**src/sbe_pkg.sv**
```systemverilog
package sbe_pkg;
   // system clock and serial timing
   localparam int ClkHz = 10000000;
   localparam int ForcedBaud = 9600;
   localparam int ForcedDiv = ClkHz / ForcedBaud;
   localparam int DefaultDiv = 87;
   localparam int DivWidth = 16;
   localparam int FrameBits = 10;
   // break only after a full frame plus one bit
   localparam int BreakBits = FrameBits + 1;
   // characters
   localparam logic [7:0] CharCr = 8'h0d;
   localparam logic [7:0] CharOne = 8'h31;
   localparam logic [7:0] CharMenu0 = 8'h42;
   localparam logic [7:0] CharMenu1 = 8'h4c;
   localparam logic [7:0] CharMenu2 = 8'h20;
   localparam logic [7:0] CharMenu3 = 8'h3e;
   localparam int MenuLen = 4;
   localparam logic [7:0] CharStatusReset = 8'h00;
   localparam logic [7:0] CharStatusJoined = 8'h02;
   localparam logic [7:0] CharApplyFrame = 8'h41;
   // upload wait
   localparam int UploadWaitSec = 60;
   localparam longint UploadWaitCyclesL = longint'(UploadWaitSec) * longint'(ClkHz);
   localparam int UploadWaitCycles = int'(UploadWaitCyclesL);
   localparam int WaitWidth = 30;
   // device modes
   typedef enum logic [2:0] {
      SBE_NORMAL = 3'b000,
      SBE_CMD = 3'b001,
      SBE_API = 3'b010,
      SBE_BOOT_WAIT_CR = 3'b011,
      SBE_BOOT_MENU = 3'b100,
      SBE_BOOT_IDLE = 3'b101,
      SBE_BOOT_UPLOAD = 3'b110
   } sbe_mode_e;
endpackage

```
**src/sbe_link_if.sv**
```systemverilog
`timescale 1ns/1ps
`default_nettype none
interface sbe_link_if;
   logic hostToDev;
   logic devToHost;
   logic sleepRequestLine;
   logic rts;
   logic devResetN;
   modport device(input hostToDev, input sleepRequestLine, input rts, input devResetN, output devToHost);
   modport host(output hostToDev, output sleepRequestLine, output rts, output devResetN, input devToHost);
endinterface
`default_nettype wire

```
**src/sbe_device.sv**
```systemverilog
`timescale 1ns/1ps
`default_nettype none
// Notes on behaviour
// - break at reset forces 9600 baud
// - command variant stays 9600 until exit
// - api variant sends status frames at 9600
// - api keeps 9600 until apply frame
// - host drives sleep low, rts high
// - host breaks input and resets device in the same cycle
// - host holds levels during power up
// - host releases break, sends carriage return
// - success sends menu, then accepts commands
// - host keeps flow control disabled
// - stored configuration survives firmware replacement
// - host restores defaults, sets, commits; sbe_host has no such step and returns to idle once the menu starts
// - host sends one to start upload; sbe_host does not, the bench sends it
// - no transfer in 60 s returns menu
module sbe_device #(
   parameter int UploadWait = sbe_pkg::UploadWaitCycles
) (
   // clock and reset
   input wire logic clk_sys,
   input wire logic rst_n,
   // serial link
   sbe_link_if.device link,
   // user side
   input wire logic apiVariant,
   input wire logic [sbe_pkg::DivWidth-1:0] storedDiv,
   input wire logic cmdExit,
   output logic forcedRate,
   output sbe_pkg::sbe_mode_e mode,
   output logic [7:0] rxData,
   output logic rxValid,
   output logic breakSeen
);
   import sbe_pkg::*;

   logic rstAll;
   logic [DivWidth-1:0] divReg;
   logic [DivWidth-1:0] rxCnt;
   logic [3:0] rxBit;
   logic rxBusy;
   logic [7:0] rxShift;
   logic [DivWidth-1:0] lowCnt;
   logic [4:0] lowBits;
   logic [DivWidth-1:0] txCnt;
   logic [3:0] txBit;
   logic txBusy;
   logic [9:0] txShift;
   logic txLoad;
   logic [7:0] txByte;
   logic [2:0] seqIdx;
   logic [WaitWidth-1:0] waitCnt;
   logic strapDone;
   logic bootReq;

   assign rstAll = rst_n & link.devResetN;

   // rate selection and strap capture after reset release
   always_ff @(posedge clk_sys or negedge rstAll) begin
      if (!rstAll) begin
         divReg <= DivWidth'(ForcedDiv);
         forcedRate <= 1'b0;
         strapDone <= 1'b0;
         bootReq <= 1'b0;
      end else if (!strapDone) begin
         strapDone <= 1'b1;
         forcedRate <= ~link.hostToDev;
         bootReq <= ~link.hostToDev & ~link.sleepRequestLine & link.rts;
         divReg <= link.hostToDev ? storedDiv : DivWidth'(ForcedDiv);
      end else if (forcedRate && ((mode == SBE_CMD && cmdExit) ||
                   (mode == SBE_API && rxValid && rxData == CharApplyFrame))) begin
         forcedRate <= 1'b0;
         divReg <= storedDiv;
      end
   end

   always_ff @(posedge clk_sys or negedge rstAll) begin
      if (!rstAll) begin
         lowCnt <= '0;
         lowBits <= '0;
         breakSeen <= 1'b0;
      end else if (link.hostToDev) begin
         lowCnt <= '0;
         lowBits <= '0;
         breakSeen <= 1'b0;
      end else if (lowCnt >= divReg - 1'b1) begin
         lowCnt <= '0;
         // the bit time that completes the run sets the flag, so the low run is exactly BreakBits long
         if (lowBits < 5'(BreakBits - 1)) begin
            lowBits <= lowBits + 1'b1;
         end else begin
            breakSeen <= 1'b1;
         end
      end else begin
         lowCnt <= lowCnt + 1'b1;
      end
   end

   // receiver, mid bit sampling
   always_ff @(posedge clk_sys or negedge rstAll) begin
      if (!rstAll) begin
         rxBusy <= 1'b0;
         rxCnt <= '0;
         rxBit <= '0;
         rxShift <= '0;
         rxData <= '0;
         rxValid <= 1'b0;
      end else begin
         rxValid <= 1'b0;
         if (!rxBusy) begin
            if (!link.hostToDev && !breakSeen && strapDone && !(forcedRate && lowBits != 0 && rxBit == 0 && mode == SBE_NORMAL)) begin
               rxBusy <= 1'b1;
               rxCnt <= divReg >> 1;
               rxBit <= '0;
            end
         end else if (rxCnt == 0) begin
            rxCnt <= divReg - 1'b1;
            rxBit <= rxBit + 1'b1;
            if (rxBit == 0 && link.hostToDev) begin
               rxBusy <= 1'b0;
            end else if (rxBit >= 1 && rxBit <= 8) begin
               rxShift <= {link.hostToDev, rxShift[7:1]};
            end else if (rxBit == 9) begin
               rxBusy <= 1'b0;
               if (link.hostToDev) begin
                  rxData <= rxShift;
                  rxValid <= 1'b1;
               end
            end
         end else begin
            rxCnt <= rxCnt - 1'b1;
         end
      end
   end

   // transmitter
   always_ff @(posedge clk_sys or negedge rstAll) begin
      if (!rstAll) begin
         txBusy <= 1'b0;
         txCnt <= '0;
         txBit <= '0;
         txShift <= '1;
      end else if (!txBusy) begin
         if (txLoad) begin
            txBusy <= 1'b1;
            txShift <= {1'b1, txByte, 1'b0};
            txCnt <= divReg - 1'b1;
            txBit <= '0;
         end
      end else if (txCnt == 0) begin
         txCnt <= divReg - 1'b1;
         txShift <= {1'b1, txShift[9:1]};
         txBit <= txBit + 1'b1;
         if (txBit == 4'(FrameBits - 1)) begin
            txBusy <= 1'b0;
         end
      end else begin
         txCnt <= txCnt - 1'b1;
      end
   end
   assign link.devToHost = txShift[0];

   // byte to send for the current sequence position
   always_comb begin
      txByte = CharMenu0;
      txLoad = 1'b0;
      if (mode == SBE_BOOT_MENU && !txBusy && seqIdx < 3'(MenuLen)) begin
         txLoad = 1'b1;
         unique case (seqIdx)
            3'b000: txByte = CharMenu0;
            3'b001: txByte = CharMenu1;
            3'b010: txByte = CharMenu2;
            default: txByte = CharMenu3;
         endcase
      end else if (mode == SBE_API && !txBusy && seqIdx < 3'b010) begin
         txLoad = 1'b1;
         txByte = (seqIdx == 0) ? CharStatusReset : CharStatusJoined;
      end
   end

   // mode sequencing
   always_ff @(posedge clk_sys or negedge rstAll) begin
      if (!rstAll) begin
         mode <= SBE_NORMAL;
         seqIdx <= '0;
         waitCnt <= '0;
      end else begin
         if (txLoad) begin
            seqIdx <= seqIdx + 1'b1;
         end
         unique case (mode)
            SBE_NORMAL: begin
               if (strapDone && bootReq) begin
                  mode <= SBE_BOOT_WAIT_CR;
               end else if (strapDone && forcedRate) begin
                  mode <= apiVariant ? SBE_API : SBE_CMD;
                  seqIdx <= '0;
               end
            end
            SBE_CMD: begin
               if (cmdExit) begin
                  mode <= SBE_NORMAL;
               end
            end
            SBE_API: begin
               if (rxValid && rxData == CharApplyFrame) begin
                  mode <= SBE_NORMAL;
               end
            end
            SBE_BOOT_WAIT_CR: begin
               if (rxValid && rxData == CharCr) begin
                  mode <= SBE_BOOT_MENU;
                  seqIdx <= '0;
               end
            end
            SBE_BOOT_MENU: begin
               if (seqIdx == 3'(MenuLen) && !txBusy) begin
                  mode <= SBE_BOOT_IDLE;
               end
            end
            SBE_BOOT_IDLE: begin
               if (rxValid && rxData == CharOne) begin
                  mode <= SBE_BOOT_UPLOAD;
                  waitCnt <= '0;
               end
            end
            SBE_BOOT_UPLOAD: begin
               if (rxBusy) begin
                  waitCnt <= '0;
               end else if (waitCnt >= WaitWidth'(UploadWait - 1)) begin
                  mode <= SBE_BOOT_MENU;
                  seqIdx <= '0;
               end else begin
                  waitCnt <= waitCnt + 1'b1;
               end
            end
            default: mode <= SBE_NORMAL;
         endcase
      end
   end
   // storedDiv is kept outside and never reset here
endmodule
`default_nettype wire

```
**src/flat_wrapper.sv**
```systemverilog
// flat-port wrapper written by rule: the top's interface ports become plain ports
module sbe_device_flat import sbe_pkg::*;
#(
   parameter int UploadWait = sbe_pkg::UploadWaitCycles
)
  (clk_sys, rst_n, apiVariant, storedDiv, cmdExit, forcedRate, mode, rxData, rxValid, breakSeen, link_hostToDev, link_sleepRequestLine, link_rts, link_devResetN, link_devToHost);
  sbe_link_if link_i ();
  input wire logic clk_sys;
  input wire logic rst_n;
  input wire logic apiVariant;
  input wire logic [sbe_pkg::DivWidth-1:0] storedDiv;
  input wire logic cmdExit;
  output logic forcedRate;
  output sbe_pkg::sbe_mode_e mode;
  output logic [7:0] rxData;
  output logic rxValid;
  output logic breakSeen;
  input wire logic [$bits(link_i.hostToDev)-1:0] link_hostToDev;
  input wire logic [$bits(link_i.sleepRequestLine)-1:0] link_sleepRequestLine;
  input wire logic [$bits(link_i.rts)-1:0] link_rts;
  input wire logic [$bits(link_i.devResetN)-1:0] link_devResetN;
  output wire logic [$bits(link_i.devToHost)-1:0] link_devToHost;
  assign link_i.hostToDev = link_hostToDev;
  assign link_i.sleepRequestLine = link_sleepRequestLine;
  assign link_i.rts = link_rts;
  assign link_i.devResetN = link_devResetN;
  assign link_devToHost = link_i.devToHost;
  sbe_device #(.UploadWait(UploadWait)) u_core (.clk_sys(clk_sys), .rst_n(rst_n), .link(link_i), .apiVariant(apiVariant), .storedDiv(storedDiv), .cmdExit(cmdExit), .forcedRate(forcedRate), .mode(mode), .rxData(rxData), .rxValid(rxValid), .breakSeen(breakSeen));
endmodule
```
**config.mk**
```make
export PLATFORM = sky130hd
export DESIGN_NAME = sbe_device_flat
export DESIGN_NICKNAME = d
export VERILOG_FILES = /design/src/sbe_pkg.sv /design/src/sbe_link_if.sv /design/src/sbe_device.sv /design/src/flat_wrapper.sv
export SDC_FILE = /design/constraint.sdc
export NUM_CORES = 1
export LEC_CHECK = 0
export BUFFER_PORTS_ARGS = -buffer_cell sky130_fd_sc_hd__buf_2
export CAP_MARGIN = 15
export CORE_ASPECT_RATIO = 1.75
export CORE_MARGIN = 5
export CORE_UTILIZATION = 50
export CTS_BUF_LIST = sky130_fd_sc_hd__clkbuf_8
export DETAILED_ROUTE_END_ITERATION = 12
export PLACE_DENSITY = 0.67
export SKIP_CTS_REPAIR_TIMING = 1
export SYNTH_ARGS = -nofsm -noshare
export SYNTH_HDL_FRONTEND = slang
export SYNTH_SLANG_ARGS = --single-unit
```
**constraint.sdc**
```tcl
create_clock -name clk_sys -period 12.95 [get_ports clk_sys]
set_input_delay 0.6475 -clock clk_sys [delete_from_list [all_inputs] [get_ports clk_sys]]
set_output_delay 0.6475 -clock clk_sys [all_outputs]
set_load 0.05 [all_outputs]
```
### Word level (Yosys, flattened, before mapping)

Cells that the tools add are included.

* logic and storage cells: 188
* output and inout bits: 15
* input port bits: 24
* flip-flop bits (word level): 146

* multiplexer cells: 72
* reductions and logical operators: 46
* bitwise operators: 7
* order comparisons: 7
* $add $sub $neg: 9
* equal/unequal tests: 27

Operators by type and width (number)
* 16-bit two-way mux: 11
* 30-bit two-way mux: 3
* 30-bit case mux with 2 select lines: 1
* 16-bit by 1-bit subtractor with 16-bit output, second input constant: 3
* 3-bit two-way mux: 15
* 16-bit logical NOT: 2
* 30-bit by 1-bit adder with 30-bit output, second input constant: 1
* 30-bit >= comparator, second input constant: 1
* 10-bit two-way mux: 3
* 4-bit two-way mux: 6
* 1-bit two-way mux: 23
* 1-bit logical AND: 22
* 3-bit case mux with 7 select lines: 1
* 7-bit case mux with 3 select lines: 1
* 16-bit by 1-bit adder with 16-bit output, second input constant: 1
* 16-bit >= comparator: 1
* 8-bit two-way mux: 2
* 2-bit inequality test, second input constant: 8
* 5-bit two-way mux: 3
* 3-bit equality test, second input constant: 4
* 2-bit nonzero test: 5
* 3-bit by 2-bit equality test with 1-bit output, second input constant: 3
* 3-bit case mux with 3 select lines: 1
* 4-bit by 1-bit adder with 4-bit output, second input constant: 2
* 28 further kinds: 45

### Depth between registers and ports, before layout

* depth after elaboration: 9
* mapped depth: 13
* depth with buffers taken out: 13

### Least setup slack after synthesis

Ideal clock, no wire load.

* path type: register to register
* from: register u_core.divReg[0]
* to: register u_core.lowBits[0]
* setup time: 0.125 ns
* buffers on the path: 0
* period minus slack after synthesis: 3.707 ns
* cell stages (with the launch flop): 14
* required time: 12.825 ns
* arrival: 3.582 ns
* path slack: 9.243 ns
* cell sequence: dfstp_2 inv_1 ha_1 or3b_2 or4_1 nand2b_1 xor2_1 ha_1 nand4_1 inv_1 a2111oi_0 o31ai_2 nand2_1 mux2_2

* cells in the longest elaborated chain, start to end: 4

RTL lines
* start, declared: line sbe_device.sv:39 `logic [DivWidth-1:0] divReg;`
* start signal, assigned: line sbe_device.sv:62 `divReg <= DivWidth'(ForcedDiv);`
* start signal, assigned: line sbe_device.sv:70 `divReg <= link.hostToDev ? storedDiv : DivWidth'(ForcedDiv);`
* start signal, assigned: line sbe_device.sv:74 `divReg <= storedDiv;`
* 16-bit by 1-bit subtractor with 16-bit output: line sbe_device.sv:87 `end else if (lowCnt >= divReg - 1'b1) begin`
* 16-bit >= comparator: line sbe_device.sv:87
* 2-bit nonzero test (no line)
* 2-bit AND reduction (no line)
* end signal, assigned: line sbe_device.sv:91 `lowBits <= lowBits + 1'b1;`
* end, declared: line sbe_device.sv:45 `logic [4:0] lowBits;`

No other way between the ends.
A chain may end at the register's enable or synchronous reset.

### Worst setup path in the final report

Ends and elaborated chain as after synthesis.

==> impl_metrics.prom <==
# TYPE chip_impl_metric gauge
chip_impl_metric{name="number_of_enable_type_register_cells_in_the_synthesized_netlist",unit=""} 0
chip_impl_metric{name="synth_seq_cells",unit=""} 145
chip_impl_metric{name="maxClockFrequency",unit="MHz"} 243
chip_impl_metric{name="worst_skew_pair.late_latency",unit="ns"} 0.46
chip_impl_metric{name="core_area",unit="sq um"} 16800
chip_impl_metric{name="syn_inst",unit=""} 903
chip_impl_metric{name="global_route.overflow_total",unit=""} 0
chip_impl_metric{name="drive_gt1_frac",unit=""} 0.145
chip_impl_info{name="run_status",value="finished clean"} 1
chip_impl_metric{name="syn_area_per_cell",unit="sq um"} 9.36
chip_impl_metric{name="finalSetupTns",unit="ns"} 0
chip_impl_metric{name="flow.area_growth_from_synthesis",unit="%"} 9.03
chip_impl_metric{name="fin_nets",unit=""} 986
chip_impl_metric{name="clockBufferDepth",unit=""} 2
chip_impl_metric{name="maxSlewViolCount",unit=""} 0
chip_impl_metric{name="synth.cell_area",unit="sq um"} 8450
chip_impl_metric{name="dieHeight",unit="um"} 182
chip_impl_info{name="hold_path.class",value="input pin to asynchronous set/reset pin"} 1
chip_impl_metric{name="drt_met1_wl",unit="um"} 8090
chip_impl_metric{name="synth_sequential_area_ratio",unit=""} 0.431
chip_impl_info{name="routed.top_layer",value="met5"} 1
chip_impl_metric{name="synthesis.nets",unit=""} 961
chip_impl_metric{name="maximum_number_of_pins_on_one_net_before_global_route_repair",unit=""} 61
chip_impl_metric{name="hold_viol_final",unit=""} 0
chip_impl_metric{name="hpwl",unit="um"} 16100
chip_impl_metric{name="cap_violations",unit=""} 0
chip_impl_metric{name="viasPerCell",unit=""} 5.97
chip_impl_metric{name="ant_nets",unit=""} 0
chip_impl_metric{name="timing.final.crit_period",unit="ns"} 4.12
chip_impl_metric{name="slew_headroom",unit=""} 0.241
chip_impl_metric{name="wl_met2",unit="um"} 11800
chip_impl_info{name="slowest_stage",value="or4_1"} 1
chip_impl_metric{name="drt_iter0_drc",unit=""} 421
chip_impl_metric{name="finalSetupViolCount",unit=""} 0
chip_impl_metric{name="cellPowerDensity",unit="nW/um^2"} 118
chip_impl_metric{name="worst_supply_voltage_drop_on_vdd",unit="mV"} 0.0864
chip_impl_metric{name="finalWeightedCongestion",unit=""} 0.944
chip_impl_metric{name="n_fill_cell",unit=""} 1600
chip_impl_metric{name="ioPinCount",unit=""} 39
chip_impl_metric{name="cp_data_arrival_time",unit="ns"} 4.47
chip_impl_metric{name="synth_warnings",unit=""} 0
chip_impl_metric{name="clk_pin_slew_worst_paths",unit="ns"} 0.08
chip_impl_metric{name="detail_route.first_pass.iterations",unit=""} 5
chip_impl_info{name="worstSetupEndpointType",value="flop"} 1
chip_impl_metric{name="final.hold.worst_slack",unit="ns"} 0.247
chip_impl_info{name="rsz0062_at_grt",value="false"} 1
chip_impl_metric{name="worst_slew_pin_slew",unit="ns"} 1.14
chip_impl_metric{name="detailroute.via_count",unit=""} 6962
chip_impl_info{name="cts_root_buffer",value="clkbuf_8"} 1
chip_impl_metric{name="port_buffers",unit=""} 38
chip_impl_metric{name="required",unit="ns"} 13.30
chip_impl_metric{name="antenna_found_initial",unit=""} 1
chip_impl_metric{name="post-route-period-util",unit=""} 0.318
chip_impl_metric{name="wl_per_cell",unit="um"} 18.6
chip_impl_metric{name="post_layout_instance_area",unit="sq um"} 9210
chip_impl_metric{name="die_outline_area",unit="sq um"} 19700
chip_impl_info{name="criticalPathCategory",value="flop to flop"} 1
chip_impl_info{name="tritoncts",value="yes"} 1
chip_impl_metric{name="grt_first_pass_wirelength",unit="um"} 35800
chip_impl_metric{name="numCtsBuffers",unit=""} 17
chip_impl_metric{name="power_leakage",unit="uW"} 0.00411
chip_impl_metric{name="synth_async_sr_flop_share",unit=""} 1.00
chip_impl_metric{name="antenna_cells",unit=""} 0
chip_impl_metric{name="cts.sinks",unit=""} 145
chip_impl_metric{name="detailed_route_wirelength_on_metal3",unit="um"} 664
chip_impl_metric{name="dieWidth",unit="um"} 108
chip_impl_metric{name="initial_core_util",unit=""} 0.503
chip_impl_metric{name="detailed_route_wire_length",unit="um"} 21700
chip_impl_metric{name="finalClockSkew",unit="ns"} 0.00759
chip_impl_info{name="synth-main-ff-cell",value="dfrtp_1"} 1
chip_impl_metric{name="detail_route.drc_violations",unit=""} 0
chip_impl_metric{name="area_post_placement",unit="sq um"} 8780
chip_impl_metric{name="worst_path_largest_cell_delay",unit="ns"} 0.55
chip_impl_metric{name="cts.htree.levels",unit=""} 4
chip_impl_metric{name="row_count",unit=""} 63
chip_impl_info{name="cp_cell_sequence",value="inv_1 > ha_1 > or3b_2 > or4_1 > nand2b_1 > xor2_1 > ha_1 > nand4_1 > inv_1 > a2111oi_0 > o31ai_2 > buf_4 > nand2_1 > mux2_2"} 1
chip_impl_metric{name="yosys.cell_types.count",unit=""} 83
chip_impl_metric{name="first_global_vias",unit=""} 7101
chip_impl_metric{name="gr-usage-all-layers",unit=""} 0.231
chip_impl_info{name="start_kind",value="flop"} 1
chip_impl_metric{name="critPathMaxFanout",unit=""} 19
==> cells in the final DEF (no fill, tap or decap), drive strengths merged, types with 16 or more instances in the layout <==
| cell | n |
|---|---|
| nand2 | 75 |
| xor2 | 25 |
| nand4 | 16 |
| a21oi | 44 |
| nand3 | 33 |
| o21ai | 64 |
| xnor2 | 24 |
| inv | 36 |
| mux2 | 23 |
| nor2 | 106 |
| dfrtp | 133 |
| mux2i | 29 |
| nor3 | 20 |
| ha | 34 |
| nor4 | 21 |
| buf | 42 |
| clkbuf | 21 |
==> synth_stat cells, types with 10 or more instances <==
| library cell | number | area [sq um] |
|---|---|---|
| xnor2_1 | 24 | 210 |
| ha_1 | 34 | 425 |
| a31oi_1 | 13 | 81.3 |
| nor2_1 | 103 | 387 |
| a21oi_1 | 44 | 220 |
| nor3_1 | 19 | 95.1 |
| dfrtp_1 | 133 | 3330 |
| dfstp_2 | 12 | 315 |
| nand3_1 | 33 | 165 |
| nand2_1 | 74 | 278 |
| buf_2 | 10 | 50.1 |
| o21ai_0 | 50 | 250 |
| xor2_1 | 25 | 219 |
| mux2i_1 | 29 | 290 |
| inv_1 | 34 | 128 |
| o21ai_1 | 11 | 55.1 |
| nand4_1 | 15 | 93.8 |
| nor4_1 | 19 | 119 |
| and3_1 | 13 | 81.3 |
| clkbuf_1 | 21 | 78.8 |
| mux2_2 | 23 | 259 |
| and2_1 | 10 | 62.6 |
==> state kept, by name, summed over array words and instances, names as in the netlist, 3 cells and up <==
signal,flops
u_core.waitCnt,30
u_core.divReg,16
u_core.lowCnt,16
u_core.rxCnt,16
u_core.txCnt,16
u_core.txShift,9
u_core.rxData,8
u_core.rxShift,8
u_core.lowBits,5
u_core.rxBit,4
u_core.txBit,4
u_core.mode,3
u_core.seqIdx,3
==> metrics by stage <==
stage	std cells	power [uW]	setup WS, ns	utilization
finish	1167	1080	8.83	0.549
global route	1167	1130	8.47	0.549
CTS	1166	1090	8.81	0.548
detailed placement	1135	705	8.82	0.523
global placement	1135	704	8.90	0.523
floorplan	903	653	7.69	-
==> worst max-delay path: cells and delay by family, from the launching register on <==
| family | cells | cell delay [ns] |
|---|---|---|
| and+or+nand+nor | 5 | 1.50 |
| AOI/OAI and AO/OA | 2 | 0.61 |
| muxes | 1 | 0.34 |
| buffers and inverters | 3 | 0.39 |
| xor gates and xnor gates | 1 | 0.28 |
| DFF | 1 | 0.39 |
| adders and majority gates | 2 | 0.50 |
==> cells by family after synthesis <==
group	after synthesis	synth area share
mux	52	0.0650
buf+inv	71	0.0357
flops	145	0.431
simple gates	358	0.221
fa+ha+maj	34	0.0504
other cells	1	0.000444
compound gates	193	0.145
xor+xnor	49	0.0508
==> where the power goes <==
group          internal [uW]  leakage, uW  switching (uW)  total, uW
combinational           73.9      0.00199            90.8        165
sequential               485      0.00191            51.4        537
clock                    209     0.000207             174        383
==> layout make-up <==
class	instances	area [sq um]	area share
well taps	227	284	0.0308
clock buffers	21	289	0.0314
inverters	35	131	0.0143
flip-flops and latches	145	3640	0.396
multi-input cells	687	4510	0.489
repair buffers	42	224	0.0243
clock inverters	10	134	0.0145
==> layer usage <==
metal,global-route usage,up-vias
li1,-,3313
met1,0.248,3416
met2,0.422,162
met3,0.0381,69
met4,0.128,2
met5,0,-
==> worst paths after layout <==
path	start	end	slack, ns	cells after the start
worst max-delay path	u_core.divReg[0]	u_core.lowBits[0]	8.83	14
worst min-delay path	link_devResetN	u_core.lowBits[4]	0.25	2
worst max register to register	u_core.divReg[0]	u_core.lowBits[0]	8.83	14
worst min register to register	u_core.txShift[8]	u_core.txShift[8]	0.46	2
max in group asynchronous	rst_n	u_core.waitCnt[29]	10.86	4
min in group clk_sys	storedDiv[0]	u_core.divReg[0]	0.41	2
Power figures use the tool's default switching activity.
